File: config.mk
export PLATFORM = sky130hd
export DESIGN_NAME = crs_clock_config
export DESIGN_NICKNAME = d
export VERILOG_FILES = /design/src/crs_strap_dec.v /design/src/crs_clock_config.v
export VERILOG_INCLUDE_DIRS = /design/src
export SDC_FILE = /design/constraint.sdc
export NUM_CORES = 1
export LEC_CHECK = 0
export ABC_AREA = 1
export ABC_CLOCK_PERIOD_IN_PS = 5500
export BUFFER_PORTS_ARGS = -buffer_cell sky130_fd_sc_hd__buf_4
export CAP_MARGIN = 20
export CORE_MARGIN = 2
export CORE_UTILIZATION = 55
export CTS_BUF_LIST = sky130_fd_sc_hd__clkbuf_8
export DETAILED_ROUTE_END_ITERATION = 6
export PLACE_DENSITY = 0.84
export SLEW_MARGIN = 25
export SYNTH_ARGS = -nofsm -noshare
export SYNTH_HDL_FRONTEND = slang
export SYNTH_SLANG_ARGS = --single-unit
export TNS_END_PERCENT = 1
File: constraint.sdc
create_clock -name i_clk -period 5.5 [get_ports i_clk]
set_input_delay 0.275 -clock i_clk [delete_from_list [all_inputs] [get_ports i_clk]]
set_output_delay 0.275 -clock i_clk [all_outputs]
set_load 0.1 [all_outputs]
File: src/crs_defines.vh
// Purpose: constants for the clock, reset and strap configuration block
// Assumes: apb byte addresses are four times the register index
// Notes: definitions only
`ifndef CRS_DEFINES_VH
`define CRS_DEFINES_VH
// register indices and address width
`define CRS_IDX_CLK0 8'h00
`define CRS_IDX_CLK1 8'h01
`define CRS_IDX_SER0 8'h02
`define CRS_IDX_SER1 8'h03
`define CRS_IDX_PDN 8'h04
`define CRS_IDX_STAT 8'h05
`define CRS_ADDR_W 12
// clock_control_0 fields
`define CRS_C0_REF_HI 7
`define CRS_C0_REF_LO 6
`define CRS_C0_SOFT_RST 4
`define CRS_C0_RATIO_HI 2
`define CRS_C0_RATIO_LO 1
`define CRS_C0_PUP 0
// clock_control_1 fields
`define CRS_C1_DIRECT 0
// serial_control_0 fields
`define CRS_S0_TDM_HI 5
`define CRS_S0_TDM_LO 4
`define CRS_S0_FMT_TDM 3
`define CRS_S0_RANGE_HI 2
`define CRS_S0_RANGE_LO 1
`define CRS_S0_MUTE 0
// serial_control_1 fields
`define CRS_S1_MASTER 0
`define CRS_S1_BIT_CLOCK_GENERATE 1
// powerdown_control fields
`define CRS_PD_TS 0
`define CRS_PD_PLL 1
`define CRS_PD_VREG 2
// reset values
`define CRS_RST_CLK0 8'h00
`define CRS_RST_CLK1 8'h00
`define CRS_RST_SER0 8'h01
`define CRS_RST_SER1 8'h00
`define CRS_RST_PDN 8'h00
// encodings
`define CRS_REF_MCLK 2'h0
`define CRS_REF_FRAME 2'h1
`define CRS_RANGE_48 2'h0
`define CRS_RANGE_96 2'h1
`define CRS_RANGE_LOWDLY 2'h3
`define CRS_RATIO_256 10'h100
`define CRS_RATIO_384 10'h180
`define CRS_RATIO_512 10'h200
`define CRS_RATIO_768 10'h300
`define CRS_CORE_BASE 10'h200
// timing
`define CRS_STAB_MS 300
`define CRS_CLK_KHZ 10000
`define CRS_STAB_CYC (`CRS_STAB_MS * `CRS_CLK_KHZ)
`endif

File: src/crs_strap_dec.v
// Purpose: decode standalone strap pins into serial and clock options
// Assumes: straps are static board ties
// Notes: purely combinational; the caller registers the result
`timescale 1ns/1ps
module crs_strap_dec (
   input wire i_standalone,
   input wire i_address0,
   input wire i_slave_strap,
   input wire i_ratio_strap,
   input wire i_tdm_a,
   input wire i_tdm_b,
   output wire o_serial_master,
   output wire [1:0] o_ratio_code,
   output wire o_format_tdm,
   output wire [1:0] o_tdm_lines,
   output wire o_frame_50
);
   // strap low selects master, high selects slave
   assign o_serial_master = ~i_slave_strap;
   assign o_ratio_code = {1'b0, i_ratio_strap};
   // tdm only when both standalone and address0 straps are high
   assign o_format_tdm = i_standalone & i_address0;
   // 00 tdm4, 01 tdm8, 10 tdm16 pulse; 11 tdm8 with 50% frame
   assign o_tdm_lines = (i_tdm_a & i_tdm_b) ? 2'h1 : {i_tdm_a, i_tdm_b};
   assign o_frame_50 = i_tdm_a & i_tdm_b;
endmodule

File: src/crs_clock_config.v
// Purpose: clock source, power-up/reset and strap configuration of a multichannel dac
// Assumes: all pins synchronous to i_clk; registers reached over apb
// Notes: one wait state on every apb access
// Functional notes
// - pll runs after reset without any register write
// - reference select 01 locks pll to frame clock, no master clock needed
// - bit clock generate 1 with slave port makes bit clock internally
// - ratio code selects 256/384/512/768 fs, halved at 96k, quartered at 192k
// - power-up reset pin low disables everything until driven high
// - master power-up cleared idles device, registers keep values
// - sensor, pll and regulator power-down bits act alone
// - soft reset restores register defaults, clocks default, outputs stay on; defaults clear power-up and set mute, so core idles and mutes
// - standalone strap high runs without control port, defaults plus straps
// - straps choose master/slave, 256/384 fs with pll, i2s/tdm
// - tdm in standalone only with standalone and address0 straps high
// - tdm straps: 00 tdm4, 01 tdm8, 10 tdm16 pulse, 11 tdm8 50%
// - standalone master clock output buffers master clock input
// - range field: 00 48k, 01 96k, 1x 192k, 11 adds low delay
// - core clock is 512, 256, 128 fs per range
`timescale 1ns/1ps
`include "crs_defines.vh"
module crs_clock_config #(
   parameter STAB_CYCLES = `CRS_STAB_CYC,
   parameter CNT_W = 22
) (
   input wire i_clk,
   input wire i_reset,
   input wire i_power_up_reset_n,
   input wire i_master_clock_in,
   input wire i_frame_clock,
   input wire i_standalone_strap,
   input wire i_address0_strap,
   input wire i_slave_strap,
   input wire i_ratio_strap,
   input wire i_tdm_strap_a,
   input wire i_tdm_strap_b,
   input wire i_psel,
   input wire i_penable,
   input wire i_pwrite,
   input wire [`CRS_ADDR_W-1:0] i_paddr,
   input wire [31:0] i_pwdata,
   output reg o_pready,
   output reg [31:0] o_prdata,
   output reg o_pslverr,
   output reg o_master_clock_out,
   output reg o_pll_enable,
   output reg o_pll_ref_frame,
   output reg o_direct_mclk,
   output reg [9:0] o_mclk_ratio,
   output reg [9:0] o_core_ratio,
   output reg o_low_delay,
   output reg o_bit_clock_internal,
   output reg o_serial_master,
   output reg o_format_tdm,
   output reg [1:0] o_tdm_lines,
   output reg o_frame_50,
   output reg o_idle,
   output reg o_temp_sensor_on,
   output reg o_regulator_on,
   output reg o_mute_all,
   output reg o_stable,
   output reg o_standalone
);
   // control register file, one byte per register
   reg [7:0] clk0_r;
   reg [7:0] clk1_r;
   reg [7:0] ser0_r;
   reg [7:0] ser1_r;
   reg [7:0] pdn_r;

   // run state and strap snapshot, taken once at pin release
   reg run_r;
   reg sa_r;
   reg sa_master_r;
   reg [1:0] sa_ratio_r;
   reg sa_tdm_r;
   reg [1:0] sa_lines_r;
   reg sa_f50_r;

   // stabilisation counter; CNT_W must cover STAB_CYCLES
   reg [CNT_W-1:0] stab_cnt_r;
   reg stab_r;

   // strap decoder outputs, only looked at on the release edge
   wire dec_master;
   wire [1:0] dec_ratio;
   wire dec_tdm;
   wire [1:0] dec_lines;
   wire dec_f50;

   // apb decode
   wire [`CRS_ADDR_W-3:0] idx;
   wire acc;
   wire wr_do;
   wire soft_rst;

   // read mux and effective settings, all combinational
   reg [31:0] rd_data;
   reg rd_err;
   reg [1:0] eff_ref;
   reg [1:0] eff_ratio;
   reg [1:0] eff_range;
   reg [1:0] shift;
   reg [9:0] base_ratio;
   reg eff_pup;
   reg eff_master;

   crs_strap_dec crs_strap_dec_i (
      .i_standalone(i_standalone_strap),
      .i_address0(i_address0_strap),
      .i_slave_strap(i_slave_strap),
      .i_ratio_strap(i_ratio_strap),
      .i_tdm_a(i_tdm_strap_a),
      .i_tdm_b(i_tdm_strap_b),
      .o_serial_master(dec_master),
      .o_ratio_code(dec_ratio),
      .o_format_tdm(dec_tdm),
      .o_tdm_lines(dec_lines),
      .o_frame_50(dec_f50)
   );

   // apb decode; write lands at the edge that samples pready high
   assign idx = i_paddr[`CRS_ADDR_W-1:2];
   assign acc = i_psel & i_penable;
   // a write is dropped in standalone mode or before the pin has been seen high
   assign wr_do = acc & o_pready & i_pwrite & ~rd_err & run_r & ~sa_r;
   // soft reset acts as a strobe and is never stored
   assign soft_rst = wr_do && (idx == `CRS_IDX_CLK0) && i_pwdata[`CRS_C0_SOFT_RST];

   // run state follows the power-up reset pin; straps caught at release
   always @(posedge i_clk or posedge i_reset) begin
      if (i_reset) begin
         run_r <= 1'b0;
         sa_r <= 1'b0;
         sa_master_r <= 1'b0;
         sa_ratio_r <= 2'h0;
         sa_tdm_r <= 1'b0;
         sa_lines_r <= 2'h0;
         sa_f50_r <= 1'b0;
      end else begin
         // pin delayed one edge; outputs follow one edge later
         run_r <= i_power_up_reset_n;
         if (i_power_up_reset_n && !run_r) begin
            // straps are sampled once so a loose tie cannot flip modes later
            sa_r <= i_standalone_strap;
            sa_master_r <= dec_master;
            sa_ratio_r <= dec_ratio;
            sa_tdm_r <= dec_tdm;
            sa_lines_r <= dec_lines;
            sa_f50_r <= dec_f50;
         end
      end
   end

   // stabilisation wait after release, restarted whenever the pin drops
   always @(posedge i_clk or posedge i_reset) begin
      if (i_reset) begin
         stab_cnt_r <= {CNT_W{1'b0}};
         stab_r <= 1'b0;
      end else if (!run_r) begin
         stab_cnt_r <= {CNT_W{1'b0}};
         stab_r <= 1'b0;
      end else if (!stab_r) begin
         // counter freezes once the flag is up, so it never wraps
         if (stab_cnt_r == STAB_CYCLES[CNT_W-1:0] - 1'b1) begin
            stab_r <= 1'b1;
         end
         stab_cnt_r <= stab_cnt_r + 1'b1;
      end
   end

   // control registers; reset pin low or soft reset restores defaults
   always @(posedge i_clk or posedge i_reset) begin
      if (i_reset) begin
         clk0_r <= `CRS_RST_CLK0;
         clk1_r <= `CRS_RST_CLK1;
         ser0_r <= `CRS_RST_SER0;
         ser1_r <= `CRS_RST_SER1;
         pdn_r <= `CRS_RST_PDN;
      end else if (!i_power_up_reset_n || soft_rst) begin
         // soft reset leaves the stabilisation count alone
         clk0_r <= `CRS_RST_CLK0;
         clk1_r <= `CRS_RST_CLK1;
         ser0_r <= `CRS_RST_SER0;
         ser1_r <= `CRS_RST_SER1;
         pdn_r <= `CRS_RST_PDN;
      end else if (wr_do) begin
         // status index falls through: it is read only
         if (idx == `CRS_IDX_CLK0) begin
            // soft reset bit is not kept, so it reads back as 0
            clk0_r <= i_pwdata[7:0] & 8'hef;
         end else if (idx == `CRS_IDX_CLK1) begin
            clk1_r <= i_pwdata[7:0];
         end else if (idx == `CRS_IDX_SER0) begin
            ser0_r <= i_pwdata[7:0];
         end else if (idx == `CRS_IDX_SER1) begin
            ser1_r <= i_pwdata[7:0];
         end else if (idx == `CRS_IDX_PDN) begin
            pdn_r <= i_pwdata[7:0];
         end
      end
   end

   // read mux and unmapped-address detection
   always @* begin
      rd_data = 32'h0000_0000;
      rd_err = 1'b0;
      if (idx == `CRS_IDX_CLK0) begin
         rd_data = {24'h00_0000, clk0_r};
      end else if (idx == `CRS_IDX_CLK1) begin
         rd_data = {24'h00_0000, clk1_r};
      end else if (idx == `CRS_IDX_SER0) begin
         rd_data = {24'h00_0000, ser0_r};
      end else if (idx == `CRS_IDX_SER1) begin
         rd_data = {24'h00_0000, ser1_r};
      end else if (idx == `CRS_IDX_PDN) begin
         rd_data = {24'h00_0000, pdn_r};
      end else if (idx == `CRS_IDX_STAT) begin
         // status shows the live mute, idle and pll output levels and the internal sa_r and stab_r flags
         rd_data = {24'h00_0000, 3'h0, o_mute_all, o_idle, o_pll_enable, sa_r, stab_r};
      end else begin
         rd_err = 1'b1;
      end
   end

   // apb answer: pready rises one cycle into the access phase
   always @(posedge i_clk or posedge i_reset) begin
      if (i_reset) begin
         o_pready <= 1'b0;
         o_prdata <= 32'h0000_0000;
         o_pslverr <= 1'b0;
      end else if (acc && !o_pready) begin
         // one answer per access phase; the next cycle drops it again
         o_pready <= 1'b1;
         o_prdata <= i_pwrite ? 32'h0000_0000 : rd_data;
         o_pslverr <= rd_err;
      end else begin
         o_pready <= 1'b0;
         o_prdata <= 32'h0000_0000;
         o_pslverr <= 1'b0;
      end
   end

   // effective settings: straps override registers in standalone mode
   always @* begin
      eff_ref = sa_r ? `CRS_REF_MCLK : clk0_r[`CRS_C0_REF_HI:`CRS_C0_REF_LO];
      eff_ratio = sa_r ? sa_ratio_r : clk0_r[`CRS_C0_RATIO_HI:`CRS_C0_RATIO_LO];
      eff_range = sa_r ? `CRS_RANGE_48 : ser0_r[`CRS_S0_RANGE_HI:`CRS_S0_RANGE_LO];
      eff_pup = sa_r | clk0_r[`CRS_C0_PUP];
      eff_master = sa_r ? sa_master_r : ser1_r[`CRS_S1_MASTER];
      // 48k range no shift, 96k halves, both 192k codes quarter
      if (eff_range == `CRS_RANGE_48) begin
         shift = 2'h0;
      end else if (eff_range == `CRS_RANGE_96) begin
         shift = 2'h1;
      end else begin
         shift = 2'h2;
      end
      // ratio at the 48k range, before the range shift
      case (eff_ratio)
         2'h0: base_ratio = `CRS_RATIO_256;
         2'h1: base_ratio = `CRS_RATIO_384;
         2'h2: base_ratio = `CRS_RATIO_512;
         default: base_ratio = `CRS_RATIO_768;
      endcase
   end

   // registered clock and power outputs; everything off while pin is low
   always @(posedge i_clk or posedge i_reset) begin
      if (i_reset) begin
         o_master_clock_out <= 1'b0;
         o_pll_enable <= 1'b0;
         o_pll_ref_frame <= 1'b0;
         o_direct_mclk <= 1'b0;
         o_mclk_ratio <= 10'h000;
         o_core_ratio <= 10'h000;
         o_low_delay <= 1'b0;
         o_bit_clock_internal <= 1'b0;
         o_serial_master <= 1'b0;
         o_format_tdm <= 1'b0;
         o_tdm_lines <= 2'h0;
         o_frame_50 <= 1'b0;
         o_idle <= 1'b1;
         o_temp_sensor_on <= 1'b0;
         o_regulator_on <= 1'b0;
         o_mute_all <= 1'b1;
         o_stable <= 1'b0;
         o_standalone <= 1'b0;
      end else if (!run_r) begin
         // same levels as under i_reset, so the board sees one off state
         o_master_clock_out <= 1'b0;
         o_pll_enable <= 1'b0;
         o_pll_ref_frame <= 1'b0;
         o_direct_mclk <= 1'b0;
         o_mclk_ratio <= 10'h000;
         o_core_ratio <= 10'h000;
         o_low_delay <= 1'b0;
         o_bit_clock_internal <= 1'b0;
         o_serial_master <= 1'b0;
         o_format_tdm <= 1'b0;
         o_tdm_lines <= 2'h0;
         o_frame_50 <= 1'b0;
         o_idle <= 1'b1;
         o_temp_sensor_on <= 1'b0;
         o_regulator_on <= 1'b0;
         o_mute_all <= 1'b1;
         o_stable <= 1'b0;
         o_standalone <= 1'b0;
      end else begin
         // buffered copy of the master clock input, one cycle late
         o_master_clock_out <= i_master_clock_in;
         // section power-downs ignore the master power-up bit
         o_pll_enable <= ~pdn_r[`CRS_PD_PLL];
         o_temp_sensor_on <= ~pdn_r[`CRS_PD_TS];
         o_regulator_on <= ~pdn_r[`CRS_PD_VREG];
         // reference select: frame clock or master clock input
         o_pll_ref_frame <= (eff_ref == `CRS_REF_FRAME);
         // direct path needs the host to have stopped the pll first
         o_direct_mclk <= ~sa_r & clk1_r[`CRS_C1_DIRECT] & pdn_r[`CRS_PD_PLL];
         // ratios are given in units of fs
         o_mclk_ratio <= base_ratio >> shift;
         o_core_ratio <= `CRS_CORE_BASE >> shift;
         o_low_delay <= (eff_range == `CRS_RANGE_LOWDLY);
         // serial port options; the straps win in standalone mode
         o_bit_clock_internal <= ~sa_r & ser1_r[`CRS_S1_BIT_CLOCK_GENERATE] & ~eff_master;
         o_serial_master <= eff_master;
         o_format_tdm <= sa_r ? sa_tdm_r : ser0_r[`CRS_S0_FMT_TDM];
         o_tdm_lines <= sa_r ? sa_lines_r : ser0_r[`CRS_S0_TDM_HI:`CRS_S0_TDM_LO];
         o_frame_50 <= sa_r & sa_tdm_r & sa_f50_r;
         // master power-up idles and mutes the core, registers are kept
         o_idle <= ~eff_pup;
         // muted until settled and, with a control port, until host unmutes
         o_mute_all <= ~stab_r | ~eff_pup | (~sa_r & ser0_r[`CRS_S0_MUTE]);
         o_stable <= stab_r;
         o_standalone <= sa_r;
      end
   end
endmodule

==> summary.txt, run 1 <==
Status
  – Status: finished with violations
  – Failing checks: DRC

Routing
  – Wire length on met3: 923 microns
  – Vias per cell: 5.72
  – Metal2 WL: 6680 microns
  – DR top layer: met4
  – Wire length per cell: 15.5 microns
  – Detailed Route WL: 13300 microns
  – WL met1: 5290 microns
  – Routed Antenna Nets: 0
  – Detailed Routing Iterations Pass 1: 7
  – DRC: 2
  – Vias: 4898
  – Initial DRC count: 489

Timing
  – Worst setup margin: 2.69 ns
  – RSZ-0062 raised after global routing: false
  – Fin crit share: 51.1%
  – Final min period: 2.81 ns
  – Setup_tns: 0 ns
  – Fin. Hold Viols: 0
  – # setup viols final: 0
  – Clk_skew: 0.0171 ns
  – Slew headroom: 39.0%
  – Highest clock rate: 0.356 GHz
  – Worst-margin pin slew: 0.908 ns
  – Slew Limit Fails: 0
  – Hold slack: 0.0717 ns

Worst setup path
  – CP Class: reg -> reg
  – Crit-path max cell delay: 0.94 ns
  – Critical Path Source Type: flip-flop
  – CP Cell Sequence: nand2_4 > nor3_4 > nand4_4 > nand4_1 > nand2_1
  – CP max-delay cell: dfrtp_1
  – Critical path fanouts, max: 59
  – CP Capture Type: flip-flop
  – Data arrival, critical path: 3.09 ns
  – Required time worst endpoint: 5.78 ns

Pwr
  – Power density cells: 253 mW/mm^2
  – Power, Total: 1.54 mW
  – VDD IR-drop max: 117 uV
  – Leak: 3.06 nW

Global route
  – Number of global-route vias before repair: 4617
  – Pin count of the biggest net entering global routing: 70
  – GRT overflow: 0
  – All-Layer GR Usage: 25.0%
  – First-pass GRT wire length: 21700 microns
  – Initial antenna violation count: 0

Clock network
  – Setup repair bufs after CTS: 0
  – Root Driver: clkbuf_8
  – Worst-Skew Late Latency: 0.39 ns
  – Num CTS Buffers: 9
  – TritonCTS clock tree: done
  – H-tree Lvls: 3
  – Max Buffers Root-to-Sink: 2
  – Clock Sinks: 107
  – Reg clk slew, reported paths: 0.11 ns

Floorplanning
  – IO Pins: 129
  – Die Area: 0.0107 sq mm
  – Initial Util: 56.3%
  – Die X: 104 microns
  – Die H: 104 microns
  – Std cell rows: 36
  – Total core area: 0.00968 sq mm

Yosys
  – Post-Syn Area per Cell: 8.25 sq um
  – Yosys top cell by area: dfrtp_1
  – Post-Syn Area: 0.00545 sq mm
  – Synth cell types: 36
  – Post-synth EDFFs: 0
  – Synth Register Bits: 107
  – Primary FF master, synth: dfrtp_1
  – Syn. warnings: 0
  – Synth area leaders: dfrtp_1 (48%), nand2_1 (9.7%), nand4_1 (8.7%), buf_4 (4.7%), inv_1 (4.5%)
  – Cells after Synth: 661
  – Sequential share of the synthesized area: 49.2%
  – Synth async-reset ratio: 100%
  – Top cell type's share of synthesized area: 47.7%

Placed design
  – Placed Cells: 840
  – Port Buf Inserts: 67
  – Post-DP HPWL: 9320 microns
  – GP Congestion: 0.889
  – Dpl ws: 2.73 ns
  – Cell Area, Placed: 0.00590 sq mm

Layout
  – Most common cell after layout, fill and taps aside: nand2_1
  – Commonest non-fill, non-tap cells in the layout: nand2_1 (141), dfrtp_1 (104), nand4_1 (76), buf_4 (68), inv_1 (65)
  – Area delta synth->final: 11.8%
  – Layout Utilization: 62.9%
  – Final std cells w/o fill: 857
  – Final nets: 778
  – Fin area: 0.00609 sq mm
  – Layout cells sized above 1: 14.6%
  – N_diodes: 0

Hold path
  – Hold Crit Class: in -> reg

Run
  – Max-cap violations: 0
[Yosys cell counts, types with 3 or more instances]
cell	number
a21oi_1	26
buf_2	6
buf_4	34
clkbuf_1	13
dfrtp_1	104
dfstp_2	3
inv_1	66
nand2_1	141
nand3_1	37
nand4_1	76
nor2_1	56
nor2_4	6
nor3_1	14
o211ai_1	4
o21a_1	3
o21ai_0	42
[worst max-delay path, delay by kind of cell (launching register included)]
family	cells	cell delay [ns]
flip-flops	1	0.94
AND/OR/NAND/NOR	5	1.76
[worst paths after layout]
path / start / to / slack [ns] / cells past startpoint
min in group asynchronous: i_reset / stab_cnt_r[14]$_DFFE_PP0N_ / 0.49 / 3
hold reg to reg: clk0_r[7]$_DFFE_PP0P_ / o_pll_ref_frame$_DFF_PP0_ / 0.48 / 1
setup / recovery: run_r$_DFF_PP0_ / clk1_r[1]$_DFFE_PP0P_ / 2.69 / 5
setup reg to reg: run_r$_DFF_PP0_ / clk1_r[1]$_DFFE_PP0P_ / 2.69 / 5
max in group asynchronous: i_reset / o_tdm_lines[1]$_DFF_PP0_ / 3.81 / 4
hold / removal: i_master_clock_in / o_master_clock_out$_DFF_PP0_ / 0.07 / 3
[layer usage]
layer	vias up	GRT usage, %
met3	40	4.78
li1	2275	-
met1	2352	31.1
met4	0	11.5
met2	231	42.3
met5	-	0
[repair_timing]
action,CTS,global route
hold buffers,1,0
gates resized for setup,0,0
hold endpoints to repair,43,0
endpoints found under the setup margin,0,0
[cell families (layout without fill, tap and decap cells)]
kind of cell,count (synthesis),count (layout),share of synthesized area (%)
DFF,107,107,49.2
adders and majority gates,1,1,0.229
other,1,36,0.0688
AOI/OAI and AO/OA,82,82,8.12
buffers and inverters,126,154,11.5
and+or+nand+nor,344,344,31.0
[state kept, by name, indices dropped and copies added (netlist names), 2 cells and up]
signal and count:
stab_cnt_r 22, clk1_r 8, o_prdata 8, pdn_r 8
ser0_r 8, ser1_r 8, clk0_r 7, o_mclk_ratio 6
o_core_ratio 4, o_tdm_lines 2, sa_lines_r 2
[cell type report]
type / instances / area, sq um
multi-input combinational: 463 / 2280
fill: 832 / 3590
inverter: 69 / 263
timing repair buffer: 69 / 520
sequential: 107 / 2680
tap: 133 / 166
clock buffer: 9 / 124
clock inverter: 7 / 61.3
[power breakdown]
| part | leakage [nW] | internal, mW | switching (mW) | total (mW) |
|---|---|---|---|---|
| Combinational | 1.52 | 0.0379 | 0.223 | 0.261 |
| Clock | 0.0971 | 0.173 | 0.296 | 0.469 |
| Sequential | 1.45 | 0.802 | 0.0130 | 0.815 |
| Total | 3.06 | 1.01 | 0.532 | 1.54 |
(Power assumes the default switching activity.)
==> run 2, diff against run 1 <==
- ABC_CLOCK_PERIOD_IN_PS: 5500 -> 2400
- CORE_UTILIZATION: 55 -> 50
- PLACE_DENSITY: 0.84 -> 0.81
- clock period: 5.5 -> 2.4 ns (I/O delays scaled with it)
==> run 2 against run 1 <==
  * The flow now finishes without violations
  * Worst hold slack lost 0.024 ns
  * Global-route usage is 1.1 points lower
  * Sequential cell count unchanged
  * Maximum frequency increased by 42%
  * Clock skew decreased by 0.0056 ns
  * Clock power increased to 2.6 times the previous value
  * Cell count rose by 2.5%
  * Core utilization down 4.6 points
  * Total power increased by 140%
==> summary.txt, run 2 (synthesis gave the netlist of run 1 again) <==
Worst setup path
  – Setup slack, reg-to-reg: 0.43 ns
  – CP Capture Type: flip-flop
  – Data arrival, critical path: 2.24 ns
  – CP Class: reg -> reg
  – CP Cell Sequence: clkinv_2 > nand2_4 > nor3_4 > nand3_1 > nand4_1 > nand2_1
  – Required time worst endpoint: 2.67 ns
  – CP Buf/Inv Count: 1
  – Critical path fanouts, max: 9
  – Critical Path Source Type: flip-flop
  – CP max-delay cell: dfrtp_1
  – Crit-path max cell delay: 0.51 ns
  – Family with the most delay on the worst path: simple AND/OR/NAND/NOR gates

Layout
  – Commonest non-fill, non-tap cells in the layout: nand2_1 (141), dfrtp_1 (104), nand4_1 (76), buf_4 (74), inv_1 (66)
  – N_diodes: 0
  – Layout cells sized above 1: 15.2%
  – Most common cell after layout, fill and taps aside: nand2_1
  – Area delta synth->final: 15.0%
  – Largest register FFs: 22
  – Final nets: 792
  – Largest Register: stab_cnt_r
  – FILL cells: 936
  – Layout Utilization: 58.3%

Clock network
  – Reg clk slew, reported paths: 0.10 ns
  – Cts repair resizes: 0
  – Max Buffers Root-to-Sink: 2
  – Worst-Skew Late Latency: 0.37 ns
  – Cts hold-fix bufs: 8
  – TritonCTS clock tree: done
  – Root Driver: clkbuf_8
  – Setup repair bufs after CTS: 0
  – Clock Sinks: 107
  – Num CTS Buffers: 9
  – H-tree Lvls: 3

Routing
  – Vias: 4866
  – Vias per cell: 5.54
  – Detailed Routing Iterations Pass 1: 5
  – DRC: 0
  – Detailed Route WL: 13400 microns
  – Wire length per cell: 15.3 microns
  – Routed Antenna Nets: 0
  – Initial DRC count: 458

Timing
  – Hold slack: 0.0474 ns
  – Fin crit share: 82.2%
  – Final min period: 1.97 ns
  – Worst-margin pin slew: 0.705 ns
  – # setup viols final: 0
  – Fin. Hold Viols: 0
  – Worst setup margin: 0.426 ns
  – Highest clock rate: 0.507 GHz
  – Slew headroom: 52.7%
  – RSZ-0062 raised after global routing: false
  – Slew Limit Fails: 0
  – Clk_skew: 0.0115 ns
  – Setup_tns: 0 ns

Global route
  – Number of global-route vias before repair: 4634
  – Pin count of the biggest net entering global routing: 61
  – Initial antenna violation count: 0
  – GRT overflow: 0
  – First-pass GRT wire length: 21800 microns
  – All-Layer GR Usage: 23.8%

Status
  – Status: completed

Floorplanning
  – Die H: 108 microns
  – Die X: 108 microns
  – IO Pins: 129
  – Std cell rows: 38
  – Total core area: 0.0107 sq mm
  – Die Area: 0.0118 sq mm
  – Initial Util: 50.7%

Placed design
  – Port Buf Inserts: 67
  – Dpl ws: 0.478 ns
  – Post-DP HPWL: 9760 microns
  – GP Congestion: 0.935

Pwr
  – Power density cells: 587 mW/mm^2
  – VDD IR-drop max: 426 uV
  – Leak: 3.14 nW
  – Power, Total: 3.68 mW

Run
  – Max-cap violations: 0

Hold path
  – Hold Crit Class: in -> reg
[run 2: cell count changes in the layout (fill, tap and decap cells not counted)]
cell / delta
buf_12: +1
buf_4: +6
bufinv_16: +2
clkinv_8: -1
clkinvlp_4: +1
dlygate4sd3_1: +7
inv_1: +1
inv_4: -1
inv_6: -2
[run 2: per-layer routing]
layer,GRT usage [%],vias up,part of all wire (%)
li1,-,2290,-
met1,29.8,2322,39
met2,40.5,228,52
met3,5.61,26,7.5
met4,8.06,0,2.2
met5,0,-,0
[run 2: layout make-up]
type / count / area [sq um] / share of cell area, %
clock inverter: 7 / 91.3 / 1.46
sequential: 107 / 2680 / 42.8
inverter: 69 / 264 / 4.21
clock buffer: 9 / 124 / 1.98
multi-input combinational: 463 / 2280 / 36.3
timing repair buffer: 83 / 656 / 10.5
tap: 140 / 175 / 2.79
[run 2: report_power, final]
part | switching, mW | leakage [nW] | internal (mW)
combinational | 0.520 | 1.58 | 0.101
clock | 0.611 | 0.115 | 0.586
sequential | 0.0250 | 1.45 | 1.84
[run 2: worst reg2reg max path, cell delays in order (launching register included)]
cell and delay [ns]:
dfrtp_1 0.51, clkinv_2 0.17, nand2_4 0.11, nor3_4 0.39
nand3_1 0.40, nand4_1 0.23, nand2_1 0.07
[run 2: worst paths after layout]
path / to / depth (start not counted) / startpoint
max: ser1_r[7]$_DFFE_PP0P_ / 6 / sa_r$_DFFE_PP0P_
min: pdn_r[5]$_DFFE_PP0P_ / 3 / i_pwdata[5]
max reg2reg: ser1_r[7]$_DFFE_PP0P_ / 6 / sa_r$_DFFE_PP0P_
min reg2reg: o_pll_ref_frame$_DFF_PP0_ / 1 / clk0_r[7]$_DFFE_PP0P_
max in group asynchronous: ser0_r[0]$_DFFE_PP1P_ / 4 / i_reset
min in group asynchronous: o_pready$_DFF_PP0_ / 3 / i_reset
[run 2: metrics by stage]
stage | instances | area [sq um]
6_report | 878 | 6270
3_5_place_dp | 854 | 5970
2_1_floorplan | 696 | 5590
5_1_grt | 878 | 6270
4_1_cts | 878 | 6270
3_3_place_gp | 854 | 5970
==> run 3, diff against run 2 <==
- ABC_CLOCK_PERIOD_IN_PS: 2400 -> 1600
- clock period: 2.4 -> 1.6 ns (I/O delays scaled with it)
==> run 3 against run 2 <==
  * Sequential power rose by 49%
  * Clock skew rose by 0.0033 ns
  * Clock-buffer cell count rose by 1
  * Combinational power rose by 61%
  * Sequential cell count did not move
  * Critical path type unchanged
  * Largest cell class unchanged
  * Highest routed layer unchanged
==> summary.txt, run 3 (synthesis gave the netlist of run 1 again) <==
Clock network
  – Root Driver: clkbuf_8
  – Reg clk slew, reported paths: 0.10 ns
  – Worst-Skew Late Latency: 0.38 ns
  – Clock Sinks: 107
  – H-tree Lvls: 3
  – Num CTS Buffers: 9
  – Max Buffers Root-to-Sink: 2
  – TritonCTS clock tree: done

Placed design
  – Cell Area, Placed: 0.00625 sq mm
  – GP Congestion: 0.923
  – Post-DP HPWL: 10300 microns
  – Port Buf Inserts: 67

Worst setup path
  – Data arrival, critical path: 1.84 ns
  – RR Startpoint: stab_cnt_r[1]$_DFFE_PP0N_
  – Setup slack, reg-to-reg: 0.03 ns
  – Critical Path Source Type: flip-flop
  – CP max-delay cell: dfrtp_1
  – Reg2reg path depth: 9
  – CP Buf/Inv Count: 1
  – Crit-path max cell delay: 0.39 ns
  – CP dominant cell by count: nor2_2
  – Reg-to-reg endpoint: stab_cnt_r[12]$_DFFE_PP0N_
  – Family with the most delay on the worst path: simple AND/OR/NAND/NOR gates
  – CP Class: reg -> reg
  – CP Cell Sequence: ha_1 > nand3_1 > inv_1 > nand2_1 > nor2_2 > nand2_2 > nor2_2 > a21oi_1 > o21a_1
  – Required time worst endpoint: 1.87 ns
  – Critical path fanouts, max: 3
  – CP Capture Type: flip-flop

Timing
  – Clk_skew: 0.0147 ns
  – RSZ-0062 raised after global routing: true
  – Final min period: 1.57 ns
  – Slew Limit Fails: 0
  – Fin crit share: 98.0%
  – Fin. Hold Viols: 0
  – Worst-margin pin slew: 0.566 ns
  – Highest clock rate: 0.638 GHz
  – Slew headroom: 62.2%
  – # setup viols final: 0

Global route
  – Number of global-route vias before repair: 5008
  – Pin count of the biggest net entering global routing: 60
  – First-pass GRT wire length: 23300 microns
  – GRT overflow: 0
  – Initial antenna violation count: 0
  – All-Layer GR Usage: 25.4%

Floorplanning
  – Std cell rows: 38
  – Die X: 108 microns
  – Total core area: 0.0107 sq mm
  – IO Pins: 129
  – Die H: 108 microns
  – Die Area: 0.0118 sq mm
  – Initial Util: 50.7%

Hold path
  – Hold path endpoint: o_pready$_DFF_PP0_
  – Hold Crit Start: i_penable
  – Hold depth: 3
  – Hold Crit Class: in -> reg

Layout
  – Fin area: 0.00664 sq mm
  – Largest Register: stab_cnt_r
  – Commonest non-fill, non-tap cells in the layout: nand2_1 (140), dfrtp_1 (104), buf_4 (104), nand4_1 (76), inv_1 (66)
  – Layout cells sized above 1: 19.8%
  – N_diodes: 0
  – Area delta synth->final: 21.8%
  – Most common cell after layout, fill and taps aside: nand2_1
  – Final nets: 833
  – FILL cells: 887
  – Largest register FFs: 22

Routing
  – Routed Antenna Nets: 0
  – Detailed Route WL: 14500 microns
  – Initial DRC count: 463
  – Vias: 5140
  – Detailed Routing Iterations Pass 1: 5
  – Wire length per cell: 15.7 microns
  – Vias per cell: 5.59
  – DRC: 0

Pwr
  – Leak: 3.35 nW
  – VDD IR-drop max: 636 uV
  – Power density cells: 802 mW/mm^2
  – Power, Total: 5.32 mW

Run
  – Max-cap violations: 0

Status
  – Status: completed
-- run 3: worst max path at each step --
stage	startpoint	end	slack, ns	cells after the start
3_3_place_gp	stab_cnt_r[6]$_DFFE_PP0N_	stab_cnt_r[15]$_DFFE_PP0N_	0.03	9
4_1_cts	stab_cnt_r[4]$_DFFE_PP0N_	stab_cnt_r[11]$_DFFE_PP0N_	0.0003	8
3_5_place_dp	stab_cnt_r[5]$_DFFE_PP0N_	stab_cnt_r[11]$_DFFE_PP0N_	-0.09	8
6_report	stab_cnt_r[1]$_DFFE_PP0N_	stab_cnt_r[12]$_DFFE_PP0N_	0.03	9
5_1_grt	stab_cnt_r[1]$_DFFE_PP0N_	stab_cnt_r[12]$_DFFE_PP0N_	-0.09	9
2_1_floorplan	o_pready$_DFF_PP0_	pdn_r[0]$_DFFE_PP0P_	-0.61	7
-- run 3: cell type report --
cell class | count | area (sq um) | area share [%]
flip-flops and latches | 107 | 2680 | 40.4
multi-input cells | 463 | 2320 | 34.9
repair buffers | 124 | 1020 | 15.4
inverters | 69 | 264 | 3.98
well taps | 140 | 175 | 2.64
clock buffers | 10 | 138 | 2.07
clock inverters | 6 | 41.3 | 0.622
-- run 3: timing repair --
action | CTS | global route
buffers inserted | 0 | 1
resized for setup | 2 | 10
endpoints found under the hold margin | 47 | 0
endpoints found under the setup margin | 3 | 20
hold buffers | 16 | 0
pin swaps | 0 | 1
-- run 3: per-stage QoR --
stage / setup TNS [ns] / utilization [%] / setup WS, ns / hold slack [ns] / instances
2_1_floorplan: -22.69 / - / -0.614 / 0.111 / 696
6_report: 0 / 61.8 / 0.0316 / 0.0316 / 919
3_3_place_gp: 0 / 58.2 / 0.0347 / 0.167 / 886
3_5_place_dp: -0.279 / 58.2 / -0.0859 / 0.166 / 886
5_1_grt: -0.239 / 61.8 / -0.0950 / 0.0473 / 919
4_1_cts: 0 / 61.4 / 0.000300 / 0.0310 / 918
-- run 3: layer usage --
metal	up-vias	part of all wire, %	GRT usage (%)
met4	0	3.0	11.0
met3	44	7.1	4.94
met2	245	50	42.5
li1	2384	-	-
met5	-	0	0
met1	2467	40	31.9
-- run 3: power breakdown --
part	switching [mW]	internal [mW]
sequential	0.0263	2.76
combinational	0.809	0.188
clock	0.933	0.609
total	1.77	3.55
-- run 3: worst register-to-register path: cells and delay by family (launching register included) --
| family | cells | cell delay [ns] |
|---|---|---|
| and+or+nand+nor | 5 | 0.60 |
| DFF | 1 | 0.39 |
| adders and majority gates | 1 | 0.19 |
| AOI/OAI and AO/OA | 2 | 0.19 |
| buffers and inverters | 1 | 0.10 |
